<file path="src/prs_pkg.sv">
// Purpose: Shared constants for the power ramp table and status serial port
// Assumes: Single system clock at 10 MHz, serial link sampled as plain inputs
// Notes:   Offsets, field positions and reset values live here
package prs_pkg;
    // ========================================================================
    // Header layout
    localparam int unsigned HDR_RW_BIT    = 7;
    localparam int unsigned HDR_BURST_BIT = 6;
    localparam logic [5:0]  ADDR_RAMP     = 6'h3e;
    localparam logic [5:0]  ADDR_FLUSH_TX = 6'h3b;
    // ========================================================================
    // Status byte layout
    localparam int unsigned ST_RDY_BIT    = 7;
    localparam int unsigned ST_STATE_LSB  = 4;
    localparam logic [2:0]  ST_IDLE       = 3'h0;
    localparam logic [2:0]  ST_UNDERRUN   = 3'h7;
    localparam logic [3:0]  FREE_SAT      = 4'hf;
    // ========================================================================
    // Table geometry and reset values
    localparam int unsigned RAMP_DEPTH    = 8;
    localparam logic [7:0]  RAMP_RESET    = 8'h00;
    // Status pin select codes
    localparam logic [1:0]  PIN_SEL_HIZ   = 2'h0;
    localparam logic [1:0]  PIN_SEL_UNDER = 2'h1;
    localparam logic [1:0]  PIN_SEL_READY = 2'h2;
    localparam logic [1:0]  PIN_SEL_LOW_FREE = 2'h3;
    localparam logic [2:0]  BIT_LAST      = 3'h7;
    typedef enum logic [1:0] {
        PRS_HDR  = 2'b00,
        PRS_DATA = 2'b01,
        PRS_SKIP = 2'b10
    } prs_phase_t;
endpackage

</file>
<file path="src/prs_port.sv">
// Purpose: Serial slave for ramp table access, status byte and status pins
// Assumes: Serial clock well below sys_clk/4; all link pins synchronised
// Notes:   Only the ramp table and the flush strobe header are decoded
`timescale 1ns/100ps
module prs_port #(
    parameter int unsigned DEPTH = 8
) (
    input  wire logic       sys_clk,
    input  wire logic       sys_rst,
    input  wire logic       csel_n,
    input  wire logic       sclk,
    input  wire logic       sdi,
    output logic            sdo,
    output logic            sdo_oe_n,
    input  wire logic       dedicated_status_pin_i,
    output logic            dedicated_status_pin_o,
    output logic            dedicated_status_pin_oe_n,
    input  wire logic       core_ready,
    input  wire logic [2:0] main_state,
    input  wire logic       underrun_event,
    input  wire logic [6:0] tx_free_bytes,
    input  wire logic       sleep_enter,
    input  wire logic       serial_tx_mode,
    input  wire logic [1:0] shared_pin_sel,
    input  wire logic [1:0] dedicated_pin_sel,
    input  wire logic [2:0] power_level_select,
    output logic [7:0]      pa_setting,
    output logic            flush_tx_strobe,
    output logic            serial_tx_data
);
    // ========================================================================
    // Synchronisers
    logic [2:0] sync1_reg, sync2_reg, sync1_next, sync2_next;
    logic       sclk_d_reg, sclk_d_next, din_sync_reg, din_sync_next;
    logic       din_meta_reg, din_meta_next;
    always_comb begin
        sync1_next    = {csel_n, sclk, sdi};
        sync2_next    = sync1_reg;
        sclk_d_next   = sync2_reg[1];
        din_meta_next = dedicated_status_pin_i;
        din_sync_next = din_meta_reg;
    end
    // Reset to idle pin levels: select high, clock low, so no false edge
    always_ff @(posedge sys_clk) begin
        if (sys_rst) begin
            sync1_reg    <= 3'h4;
            sync2_reg    <= 3'h4;
            sclk_d_reg   <= 1'b0;
            din_meta_reg <= 1'b0;
            din_sync_reg <= 1'b0;
        end else begin
            sync1_reg    <= sync1_next;
            sync2_reg    <= sync2_next;
            sclk_d_reg   <= sclk_d_next;
            din_meta_reg <= din_meta_next;
            din_sync_reg <= din_sync_next;
        end
    end
    logic cs_hi, sck, si, rise, fall;
    assign cs_hi = sync2_reg[2];
    assign sck   = sync2_reg[1];
    assign si    = sync2_reg[0];
    assign rise  = sck & ~sclk_d_reg & ~cs_hi;
    assign fall  = ~sck & sclk_d_reg & ~cs_hi;

    // ========================================================================
    // Status byte and underrun latch
    logic under_reg, under_next;
    logic [3:0] free_sat;
    logic [2:0] state_code;
    logic [7:0] status_byte;
    assign free_sat = (tx_free_bytes > 7'(prs_pkg::FREE_SAT)) ?
                      prs_pkg::FREE_SAT : tx_free_bytes[3:0];
    // Underrun latch overrides main_state, which otherwise passes through unchanged
    assign state_code = under_reg ? prs_pkg::ST_UNDERRUN : main_state;
    assign status_byte = {~core_ready, state_code, free_sat};

    // ========================================================================
    // Serial engine
    prs_pkg::prs_phase_t phase_reg, phase_next;
    logic [2:0] bit_reg, bit_next, idx_reg, idx_next;
    logic [7:0] shin_reg, shin_next, shout_reg, shout_next;
    logic       burst_reg, burst_next, rd_reg, rd_next, flush_next;
    logic [7:0] ramp_reg [DEPTH], ramp_next [DEPTH];
    logic [7:0] rx_byte;
    logic       wr_en;
    assign rx_byte = {shin_reg[6:0], si};
    always_comb begin
        phase_next = phase_reg;
        bit_next   = bit_reg;
        idx_next   = idx_reg;
        shin_next  = shin_reg;
        shout_next = shout_reg;
        burst_next = burst_reg;
        rd_next    = rd_reg;
        flush_next = 1'b0;
        wr_en      = 1'b0;
        under_next = under_reg | underrun_event;
        if (cs_hi) begin
            phase_next = prs_pkg::PRS_HDR;
            bit_next   = 3'h0;
            idx_next   = 3'h0;
            shout_next = status_byte;
        end else if (rise) begin
            shin_next = rx_byte;
            bit_next  = bit_reg + 3'h1;
            if (bit_reg == prs_pkg::BIT_LAST) begin
                unique case (phase_reg)
                    prs_pkg::PRS_HDR: begin
                        rd_next    = rx_byte[prs_pkg::HDR_RW_BIT];
                        burst_next = rx_byte[prs_pkg::HDR_BURST_BIT];
                        if (rx_byte[5:0] == prs_pkg::ADDR_RAMP)
                            phase_next = prs_pkg::PRS_DATA;
                        else if (rx_byte[5:0] == prs_pkg::ADDR_FLUSH_TX &&
                                 !rx_byte[prs_pkg::HDR_RW_BIT] &&
                                 !rx_byte[prs_pkg::HDR_BURST_BIT]) begin
                            flush_next = 1'b1;
                            phase_next = prs_pkg::PRS_HDR;
                        end else
                            phase_next = prs_pkg::PRS_SKIP;
                    end
                    prs_pkg::PRS_DATA: begin
                        wr_en    = ~rd_reg;
                        idx_next = idx_reg + 3'h1;
                        // Single access hands back to header decode
                        if (!burst_reg)
                            phase_next = prs_pkg::PRS_HDR;
                    end
                    prs_pkg::PRS_SKIP: phase_next = prs_pkg::PRS_SKIP;
                    default:  phase_next = prs_pkg::PRS_SKIP;
                endcase
            end
        end else if (fall) begin
            // Reload at byte boundary: table byte on read, else status
            if (bit_reg == 3'h0) begin
                if (phase_reg == prs_pkg::PRS_DATA && rd_reg)
                    shout_next = ramp_reg[idx_reg];
                else
                    shout_next = status_byte;
            end else
                shout_next = {shout_reg[6:0], 1'b0};
        end
        if (flush_next)
            under_next = underrun_event;
        for (int i = 0; i < DEPTH; i++) begin
            ramp_next[i] = ramp_reg[i];
            if (sleep_enter)
                ramp_next[i] = prs_pkg::RAMP_RESET;
            else if (wr_en && idx_reg == i[2:0])
                ramp_next[i] = rx_byte;
        end
    end
    always_ff @(posedge sys_clk) begin
        if (sys_rst) begin
            phase_reg <= prs_pkg::PRS_HDR;
            bit_reg   <= 3'h0;
            idx_reg   <= 3'h0;
            shin_reg  <= 8'h00;
            shout_reg <= 8'h80;
            burst_reg <= 1'b0;
            rd_reg    <= 1'b0;
            under_reg <= 1'b0;
            flush_tx_strobe <= 1'b0;
            for (int i = 0; i < DEPTH; i++)
                ramp_reg[i] <= prs_pkg::RAMP_RESET;
        end else begin
            phase_reg <= phase_next;
            bit_reg   <= bit_next;
            idx_reg   <= idx_next;
            shin_reg  <= shin_next;
            shout_reg <= shout_next;
            burst_reg <= burst_next;
            rd_reg    <= rd_next;
            under_reg <= under_next;
            flush_tx_strobe <= flush_next;
            ramp_reg  <= ramp_next;
        end
    end
    assign pa_setting = ramp_reg[power_level_select];

    // ========================================================================
    // Status pins
    function automatic logic pin_val(input logic [1:0] sel, input logic u,
                                     input logic rdy, input logic [3:0] f);
        unique case (sel)
            prs_pkg::PIN_SEL_UNDER:    pin_val = u;
            prs_pkg::PIN_SEL_READY:    pin_val = ~rdy;
            prs_pkg::PIN_SEL_LOW_FREE: pin_val = (f == 4'h0);
            prs_pkg::PIN_SEL_HIZ:      pin_val = 1'b0;
        endcase
    endfunction
    logic sdo_reg, sdo_next, sdo_oe_n_reg, sdo_oe_n_next;
    logic ded_reg, ded_next, ded_oe_n_reg, ded_oe_n_next;
    always_comb begin
        if (!cs_hi) begin
            sdo_next      = shout_reg[7];
            sdo_oe_n_next = 1'b0;
        end else begin
            sdo_next      = pin_val(shared_pin_sel, under_reg, core_ready, free_sat);
            sdo_oe_n_next = (shared_pin_sel == prs_pkg::PIN_SEL_HIZ);
        end
        ded_next      = pin_val(dedicated_pin_sel, under_reg, core_ready, free_sat);
        ded_oe_n_next = serial_tx_mode;
    end
    always_ff @(posedge sys_clk) begin
        if (sys_rst) begin
            sdo_reg      <= 1'b0;
            sdo_oe_n_reg <= 1'b1;
            ded_reg      <= 1'b0;
            ded_oe_n_reg <= 1'b0;
        end else begin
            sdo_reg      <= sdo_next;
            sdo_oe_n_reg <= sdo_oe_n_next;
            ded_reg      <= ded_next;
            ded_oe_n_reg <= ded_oe_n_next;
        end
    end
    assign sdo = sdo_reg;
    assign sdo_oe_n = sdo_oe_n_reg;
    assign dedicated_status_pin_o = ded_reg;
    assign dedicated_status_pin_oe_n = ded_oe_n_reg;
    assign serial_tx_data = serial_tx_mode & din_sync_reg;

    // ========================================================================
    // Checks
    idx_cs_a: assert property (@(posedge sys_clk) disable iff (sys_rst)
        cs_hi |=> idx_reg == 3'h0) else $error("index not cleared");
    idx_wrap_a: assert property (@(posedge sys_clk) disable iff (sys_rst)
        (!cs_hi && rise && phase_reg == prs_pkg::PRS_DATA && bit_reg == 3'h7
         && idx_reg == 3'h7) |=> idx_reg == 3'h0) else $error("no wrap");
    single_end_a: assert property (@(posedge sys_clk) disable iff (sys_rst)
        (!cs_hi && rise && phase_reg == prs_pkg::PRS_DATA && bit_reg == 3'h7
         && !burst_reg) |=> phase_reg == prs_pkg::PRS_HDR) else $error("single");
    sleep_clr_a: assert property (@(posedge sys_clk) disable iff (sys_rst)
        sleep_enter |=> ramp_reg[0] == prs_pkg::RAMP_RESET) else $error("sleep");
    // Ready flag must be on the pin before the host's first clock edge
    rdy_bit_a: assert property (@(posedge sys_clk) disable iff (sys_rst)
        $fell(cs_hi) |=> sdo == !$past(core_ready, 2)) else $error("ready bit");
    under_hold_a: assert property (@(posedge sys_clk) disable iff (sys_rst)
        (under_reg && !flush_next) |=> under_reg) else $error("underrun lost");
    free_sat_a: assert property (@(posedge sys_clk) disable iff (sys_rst)
        tx_free_bytes >= 7'd15 |-> free_sat == 4'hf) else $error("sat");
    sdo_cs_a: assert property (@(posedge sys_clk) disable iff (sys_rst)
        !cs_hi |=> !sdo_oe_n && sdo == $past(shout_reg[7])) else $error("sdo");
    hiz_a: assert property (@(posedge sys_clk) disable iff (sys_rst)
        (cs_hi && shared_pin_sel == 2'h0) |=> sdo_oe_n) else $error("hiz");
    cancel_a: assert property (@(posedge sys_clk) disable iff (sys_rst)
        cs_hi |=> phase_reg == prs_pkg::PRS_HDR ##0 bit_reg == 3'h0)
        else $error("cancel");
    burst_c: cover property (@(posedge sys_clk) disable iff (sys_rst)
        burst_reg && phase_reg == prs_pkg::PRS_DATA && idx_reg == 3'h7);
    read_c: cover property (@(posedge sys_clk) disable iff (sys_rst)
        rd_reg && phase_reg == prs_pkg::PRS_DATA && fall);
    flush_c: cover property (@(posedge sys_clk) disable iff (sys_rst)
        flush_tx_strobe && under_reg == 1'b0);
    wrap_c: cover property (@(posedge sys_clk) disable iff (sys_rst)
        rise && rd_reg && phase_reg == prs_pkg::PRS_DATA && idx_reg == 3'h7);
    cancel_c: cover property (@(posedge sys_clk) disable iff (sys_rst)
        $rose(cs_hi) && bit_reg != 3'h0);

    // ========================================================================
    // Checks on the underrun latch, flush strobe, table writes, reloads and the dedicated pin direction
    // Set wins over a flush falling in the same cycle
    set_wins_a: assert property (@(posedge sys_clk) disable iff (sys_rst)
        underrun_event |=> under_reg) else $error("underrun set lost");
    strobe_one_a: assert property (@(posedge sys_clk) disable iff (sys_rst)
        flush_tx_strobe |=> !flush_tx_strobe) else $error("strobe too long");
    wr_land_a: assert property (@(posedge sys_clk) disable iff (sys_rst)
        (wr_en && !sleep_enter) |=> ramp_reg[$past(idx_reg)] == $past(rx_byte))
        else $error("table write lost");
    rd_load_a: assert property (@(posedge sys_clk) disable iff (sys_rst)
        (fall && bit_reg == 3'h0 && phase_reg == prs_pkg::PRS_DATA && rd_reg)
        |=> shout_reg == $past(ramp_reg[idx_reg])) else $error("read load");
    hdr_load_a: assert property (@(posedge sys_clk) disable iff (sys_rst)
        cs_hi |=> shout_reg == $past(status_byte)) else $error("status load");
    ded_dir_a: assert property (@(posedge sys_clk) disable iff (sys_rst)
        1'b1 |=> dedicated_status_pin_oe_n == $past(serial_tx_mode))
        else $error("pin direction");
endmodule

</file>
<file path="config.mk">
export PLATFORM = sky130hd
export DESIGN_NAME = prs_port
export DESIGN_NICKNAME = d
export VERILOG_FILES = /design/src/prs_pkg.sv /design/src/prs_port.sv
export SDC_FILE = /design/constraint.sdc
export NUM_CORES = 1
export LEC_CHECK = 0
export BUFFER_PORTS_ARGS = -buffer_cell sky130_fd_sc_hd__buf_2
export CAP_MARGIN = 20
export CORE_MARGIN = 2
export CORE_UTILIZATION = 54
export DETAILED_ROUTE_END_ITERATION = 8
export HOLD_SLACK_MARGIN = 0.02
export PLACE_DENSITY = 0.76
export SLEW_MARGIN = 20
export SYNTH_ARGS = -nofsm -noshare
export SYNTH_HDL_FRONTEND = slang
export SYNTH_SLANG_ARGS = --single-unit
</file>
<file path="constraint.sdc">
create_clock -name sys_clk -period 1.8 [get_ports sys_clk]
set_input_delay 0.18 -clock sys_clk [delete_from_list [all_inputs] [get_ports sys_clk]]
set_output_delay 0.18 -clock sys_clk [all_outputs]
set_load 0.01 [all_outputs]
</file>
==> results of run 1 <==
## routing by layer
layer | GRT usage, % | vias up | share of wire, %
met5 | 0 | - | 0
met4 | 10.1 | 0 | 2.4
met3 | 6.22 | 31 | 8.6
met2 | 40.6 | 214 | 47
met1 | 35.7 | 2217 | 42
li1 | - | 2083 | -
## cell families (layout without fill, tap and decap cells)
kind of cell / Yosys count / in the layout / synth area share [%]
simple gates: 196 / 201 / 21.7
flops: 104 / 104 / 39.9
buf+inv: 49 / 94 / 5.18
mux: 57 / 57 / 17.0
fa+ha+maj: 9 / 9 / 2.16
xor+xnor: 2 / 2 / 0.336
compound gates: 115 / 115 / 13.7
## metrics by stage
step | setup WS (ns) | hold slack, ns
CTS | -0.0329 | 0.0268
global placement | 0.0531 | 0.364
finish | -0.0108 | 0.0322
floorplan | 0.106 | 0.284
detailed placement | -0.0543 | 0.368
global route | -0.0484 | 0.0246
## placed cells by master (no fill, tap or decap), drive strengths merged, types with 5 or more instances in the layout
cell type / count
nand4: 15
nor2b: 13
ha: 9
mux2i: 19
o21ai: 66
dfxtp: 104
clkbuf: 13
a211oi: 6
mux4: 24
nand3: 69
nor3: 8
a21oi: 15
nand2b: 6
nor2: 31
dlygate4sd3: 5
buf: 65
inv: 6
mux2: 14
nand2: 34
## report_power, final
part / switching (W) / total, W / internal (W)
Clock: 0.000821 / 0.00136 / 0.000537
Sequential: 0.0000214 / 0.00235 / 0.00233
Combinational: 0.000126 / 0.000233 / 0.000107
## worst paths after layout
check        cells after the start                         to  slack, ns      startpoint
max reg2reg                      7               ramp_reg[43]          0      bit_reg[0]
min                              2  dedicated_status_pin_oe_n       0.03  serial_tx_mode
min reg2reg                      1               sync2_reg[2]       0.41    sync1_reg[2]
max                              3              pa_setting[4]      -0.01    ramp_reg[60]
## layout make-up
class | count | area [um2]
clock buffer | 11 | 141
multi-input combinational | 384 | 3060
clock inverter | 5 | 32.5
timing repair buffer | 72 | 633
tap | 129 | 161
fill | 713 | 3160
inverter | 6 | 22.5
sequential | 104 | 2120
## worst register-to-register path, delay by kind of cell, from the launching register on
| family | cells | cell delay [ns] |
|---|---|---|
| flip-flops | 1 | 0.36 |
| AO/OA/AOI/OAI | 1 | 0.08 |
| buffers and inverters | 1 | 0.16 |
| adder cells (fa/ha/maj) | 2 | 0.32 |
| AND/OR/NAND/NOR | 3 | 0.75 |
## timing repair
item,CTS,global route
setup buffers,5,2
cloned,0,7
endpoints found under the setup margin,35,65
pin swaps,1,10
hold buffers,5,0
gates resized for setup,23,49
endpoints found under the hold margin,5,0
==> qor.yml, run 1 <==
status:
  outcome: "complete, but fails checks"
  violations: "setup timing"
critical_path:
  cp_slowest_stage_delay_ns: 0.48
  cpLargestDelayFamily: "multiplexers"
  cp_max_fo: 3
  path_cells: "mux4_2, mux2_4, buf_6"
  cp-start-kind: "flop"
  cp_slowest_cell: "mux4_2"
  crit_buf_inv: 1
  worstPathRequired_ns: 1.62
  worstSetupPathType: "flop to primary output"
  worst_ep_arrival_time_ns: 1.63
  cp-end-kind: "primary output"
floorplanning:
  fp.coreArea_um2: 9330
  num_io_pins: 41
  rows: 35
  dieArea_um2: 10500
  die_height_um: 102
  die_w_um: 102
  start_util_pct: 55.9
route:
  antenna_left: 0
  wl_per_cell_um: 20.3
  vias_per_cell: 6.39
  drtIter0Drc: 511
  first_pass_iters: 5
  drcViolationCount: 0
  routed_wl_um: 14400
  via_count: 4545
clock_network:
  numCtsBuffers: 9
  ctsRootBufferMaster: "clkbuf_8"
  ctsHtreeMaxLevel: 3
  cts_buffer_depth: 2
  clock-sinks: 104
  cts.reportedPaths.clkPinSlew_ns: 0.10
  cts_tree: "yes"
  clock_latency_ns: 0.38
power:
  cellPowerDensity_nw_per_um2: 639
  ir_drop_v: 0.000649
  p_leak_nw: 2.23
  power_w: 0.00394
synthesis:
  ys_top_cells_by_count: "dfxtp_1 (104), nand3_1 (67), o21ai_1 (45)"
  yosysWarnings: 0
  synth_seq_area_share_pct: 39.9
  netlist_area_um2: 5220
  synth_edf_count: 0
  synth_ff_type: "dfxtp_1"
  synth_largest_area_cell: "dfxtp_1"
  ys_ff_latch: 104
  synth_cells: 532
  synth_top_area_share_pct: 39.9
  syn-num-nets: 568
  ys_types: 57
  async_flop_share_pct: 0
  synthTopCellsByArea: "dfxtp_1 (40%), mux4_2 (10%), nand3_1 (6.4%), o21ai_1 (4.3%), mux2i_1 (3.6%)"
  avgSynthCellArea_um2: 9.80
  yosysMostFrequentCell: "dfxtp_1"
timing:
  fin_setup_tns_ns: -0.0153
  worst_slack_ns: -0.0108
  period_minus_slack_ns: 1.81
  max_freq_ghz: 0.552
  fin_skew_ns: 0.00775
  hold_viol: 0
  setup_viol: 2
  max_slew.worst_pin.slew_ns: 0.546
  rsz0062_at_grt: "yes"
  final_max_slew_viol_count: 0
  slew_headroom_pct: 63.5
  post-route-period-util_pct: 101
job:
  cap_violations: 0
layout:
  largest_reg_flops: 64
  final_cells: 711
  drive_gt1_share_pct: 33.0
  diodes: 0
  design_area_um2: 6170
  finish.net_count: 613
  syn_to_final_growth_pct: 18.2
  post-route-util_pct: 66.1
global_routing:
  grt_pass1_wl_um: 20800
  grt_pass1_vias: 4172
  grt_usage_pct: 26.2
  antenna_found_initial: 0
  grt_max_degree: 65
  globalRouteOverflowTotal: 0
placement:
  globalplace.congestion: 0.824
  placedCellCount: 676
  place_area_um2: 5550
  place.port_buffers: 40
  dp_hpwl_um: 9110
worst_hold_path:
  hold_path_class: "input port to flop"
Power figures use the tool's default switching activity.
==> run 2, diff against run 1 <==
--- a/config.mk
+++ b/config.mk
@@ -8,10 +8,10 @@
 export BUFFER_PORTS_ARGS = -buffer_cell sky130_fd_sc_hd__buf_2
 export CAP_MARGIN = 20
 export CORE_MARGIN = 2
-export CORE_UTILIZATION = 54
+export CORE_UTILIZATION = 40
 export DETAILED_ROUTE_END_ITERATION = 8
 export HOLD_SLACK_MARGIN = 0.02
-export PLACE_DENSITY = 0.76
+export PLACE_DENSITY = 0.59
 export SLEW_MARGIN = 20
 export SYNTH_ARGS = -nofsm -noshare
 export SYNTH_HDL_FRONTEND = slang
==> run 2 against run 1 <==
Net effect: the run now ends clean; critical path depth is the same; first-iteration DRC count shrank 30%; cell count grew 4.9%; via count shrank 6.0%; register-to-register slack gained 0.09 ns; worst setup slack gained 0.040 ns; wire length shrank 5.3%; global-route usage shrank 6.9 points; die area grew 34%.
==> qor.yml, run 2 (synthesis gave the netlist of run 1 again) <==
status:
  outcome: "finished, final reports clean"
route:
  antenna_left: 0  # unchanged
  drtIter0Drc: 357  # -30%
  first_pass_iters: 5  # unchanged
  routed_wl_um: 13600  # -5.3%
  wl_per_cell_um: 18.3  # -9.7%
  vias_per_cell: 5.73  # -10%
  drcViolationCount: 0  # unchanged
  via_count: 4272  # -6.0%
placement:
  dp_hpwl_um: 9260  # +1.7%
  placedCellCount: 717  # +6.1%
  place.port_buffers: 40  # unchanged
  dp_slack_ns: -0.0219  # +0.0324 ns
  globalplace.congestion: 0.814  # -1.2%
critical_path:
  worstReg2RegStart: "bit_reg[0]"
  critPathLaunch: "ramp_reg[36]"
  cpLargestDelayFamily: "multiplexers"
  cp_slowest_stage_delay_ns: 0.47  # about the same
  crit_buf_inv: 1  # unchanged
  worst_ep_arrival_time_ns: 1.59  # -0.04 ns
  cp-start-kind: "flop"
  worstSetupPathType: "flop to primary output"
  path_cells: "mux4_2, mux2_4, buf_2"
  cp-end-kind: "primary output"
  cp_slowest_cell: "mux4_2"
  cp_max_fo: 3  # unchanged
  worstPathRequired_ns: 1.62  # about the same
timing:
  rsz0062_at_grt: "yes"
  hold-worst-slack_ns: 0.0340  # +0.00188 ns
  final_max_slew_viol_count: 0  # unchanged
  fin_skew_ns: 0.00994  # +0.00219 ns
  period_minus_slack_ns: 1.77  # -0.0399 ns
  setup_viol: 0  # -2
  hold_viol: 0  # unchanged
  max_freq_ghz: 0.565  # +2.3%
  worst_slack_ns: 0.0291  # +0.0399 ns
  slew_headroom_pct: 62.5  # -1.0 points
  post-route-period-util_pct: 98.4  # -2.2 points
  max_slew.worst_pin.slew_ns: 0.562  # +0.0162 ns
power:
  pwr-share-clk_pct: 45.9  # +11 points
  power_frac_seq_pct: 49.4  # -10 points
  p_comb_share_pct: 4.7  # -1.2 points
  p_switching_w: 0.00103  # +6.6%
  internal_power_w: 0.00372  # +25%
  p_leak_nw: 2.25  # +0.87%
  power_w: 0.00476  # +21%
  ir_drop_v: 0.000478  # -26%
  p_sw_share_pct: 21.7  # -2.9 points
  cellPowerDensity_nw_per_um2: 775  # +21%
clock_network:
  cts.reportedPaths.clkPinSlew_ns: 0.07  # -0.03 ns
  clock-sinks: 104  # unchanged
  ctsHtreeMaxLevel: 3  # unchanged
  clock_latency_ns: 0.36  # -0.02 ns
  numCtsBuffers: 9  # unchanged
  ctsRootBufferMaster: "clkbuf_16"
  cts_tree: "yes"
  cts_buffer_depth: 2  # unchanged
floorplanning:
  num_io_pins: 41  # unchanged
  start_util_pct: 41.2  # -15 points
  rows: 41  # +17%
  die_height_um: 118  # +16%
  fp.coreArea_um2: 12700  # +36%
  die_w_um: 118  # +16%
  dieArea_um2: 14000  # +34%
global_routing:
  antenna_found_initial: 0  # unchanged
  grt_pass1_vias: 4064  # -2.6%
  globalRouteOverflowTotal: 0  # unchanged
  grt_usage_pct: 19.4  # -6.9 points
  grt_max_degree: 65  # unchanged
  grt_pass1_wl_um: 21500  # +3.5%
worst_hold_path:
  hp-start: "sdi"
  hold_path_class: "input port to flop"
layout:
  syn_to_final_growth_pct: 17.7
  drive_gt1_share_pct: 26.8  # -6.2 points
  nFillCells: 1194  # +67%
  final_cell_mix: "dfxtp_1 (98), nand3_1 (67), o21ai_1 (46)"
  layout_commonest_cell: "dfxtp_1"
  diodes: 0  # unchanged
  regArea_um2: 2090  # -1.3%
  largest_reg_flops: 64  # unchanged
  multi_input_area_um2: 2900  # -5.1%
  finish.net_count: 605  # -1.3%
  final_cells: 746  # +4.9%
job:
  cap_violations: 0  # unchanged
[run 2: cell count changes in the layout (fill, tap and decap cells not counted), sizes merged]
cell         change
clkinv           +1
bufinv           +2
buf              +1
clkinvlp         -3
dlygate4sd3      -4
nand4b           -1
nand4            -3
clkbuf           -1
[run 2: layer usage]
layer  wire length [um]  track usage [%]
met5                  0                0
met2               6530             31.1
met3                684             4.49
met1               6230             25.9
met4                195             5.80
[run 2: power by group through the flow]
stage / Sequential [W] / Combinational (W) / Clock [W]
2_1_floorplan: 0.00240 / 0.000140 / 0
3_3_place_gp: 0.00240 / 0.000218 / 0
3_5_place_dp: 0.00240 / 0.000221 / 0
4_1_cts: 0.00235 / 0.000224 / 0.00221
5_1_grt: 0.00235 / 0.000243 / 0.00229
6_report: 0.00235 / 0.000224 / 0.00218
[run 2: path summary, 6_finish.rpt]
kind,to,slack [ns],depth (start not counted)
setup reg to reg,ramp_reg[27],0.09,7
hold / removal,sync1_reg[0],0.03,2
setup / recovery,pa_setting[4],0.03,3
hold reg to reg,sync2_reg[2],0.41,1
[run 2: final cells by class]
| class | count | share of cell area (%) |
|---|---|---|
| well taps | 172 | 3.51 |
| repair buffers | 68 | 9.42 |
| clock inverters | 5 | 1.28 |
| inverters | 6 | 0.367 |
| clock buffers | 11 | 4.12 |
| multi-input cells | 380 | 47.3 |
| flip-flops and latches | 104 | 34.0 |
[run 2: per-stage QoR]
step                      setup TNS, ns  utilization (%)  area (um2)
after detailed placement         -0.114             44.2        5600
after floorplan                       0                -        5220
after global routing             -0.183             48.5        6140
after CTS                             0             47.7        6040
final                                 0             48.5        6140
after global placement                0             44.2        5600
[run 2: worst reg2reg max path: cells and delay by family, from the launching register on]
kind,cells,cell delay (ns)
compound gates,1,0.08
fa+ha+maj,2,0.31
buf+inv,1,0.16
flops,1,0.34
simple gates,3,0.71
[run 2: what timing repair did]
| action | CTS | global route |
|---|---|---|
| gates resized for setup | 0 | 14 |
| hold buffers | 1 | 0 |
| pin swaps | 3 | 2 |
| endpoints found under the hold margin | 1 | 0 |
| gates cloned | 0 | 2 |
| setup endpoints to repair | 24 | 44 |
| buffers inserted | 7 | 3 |
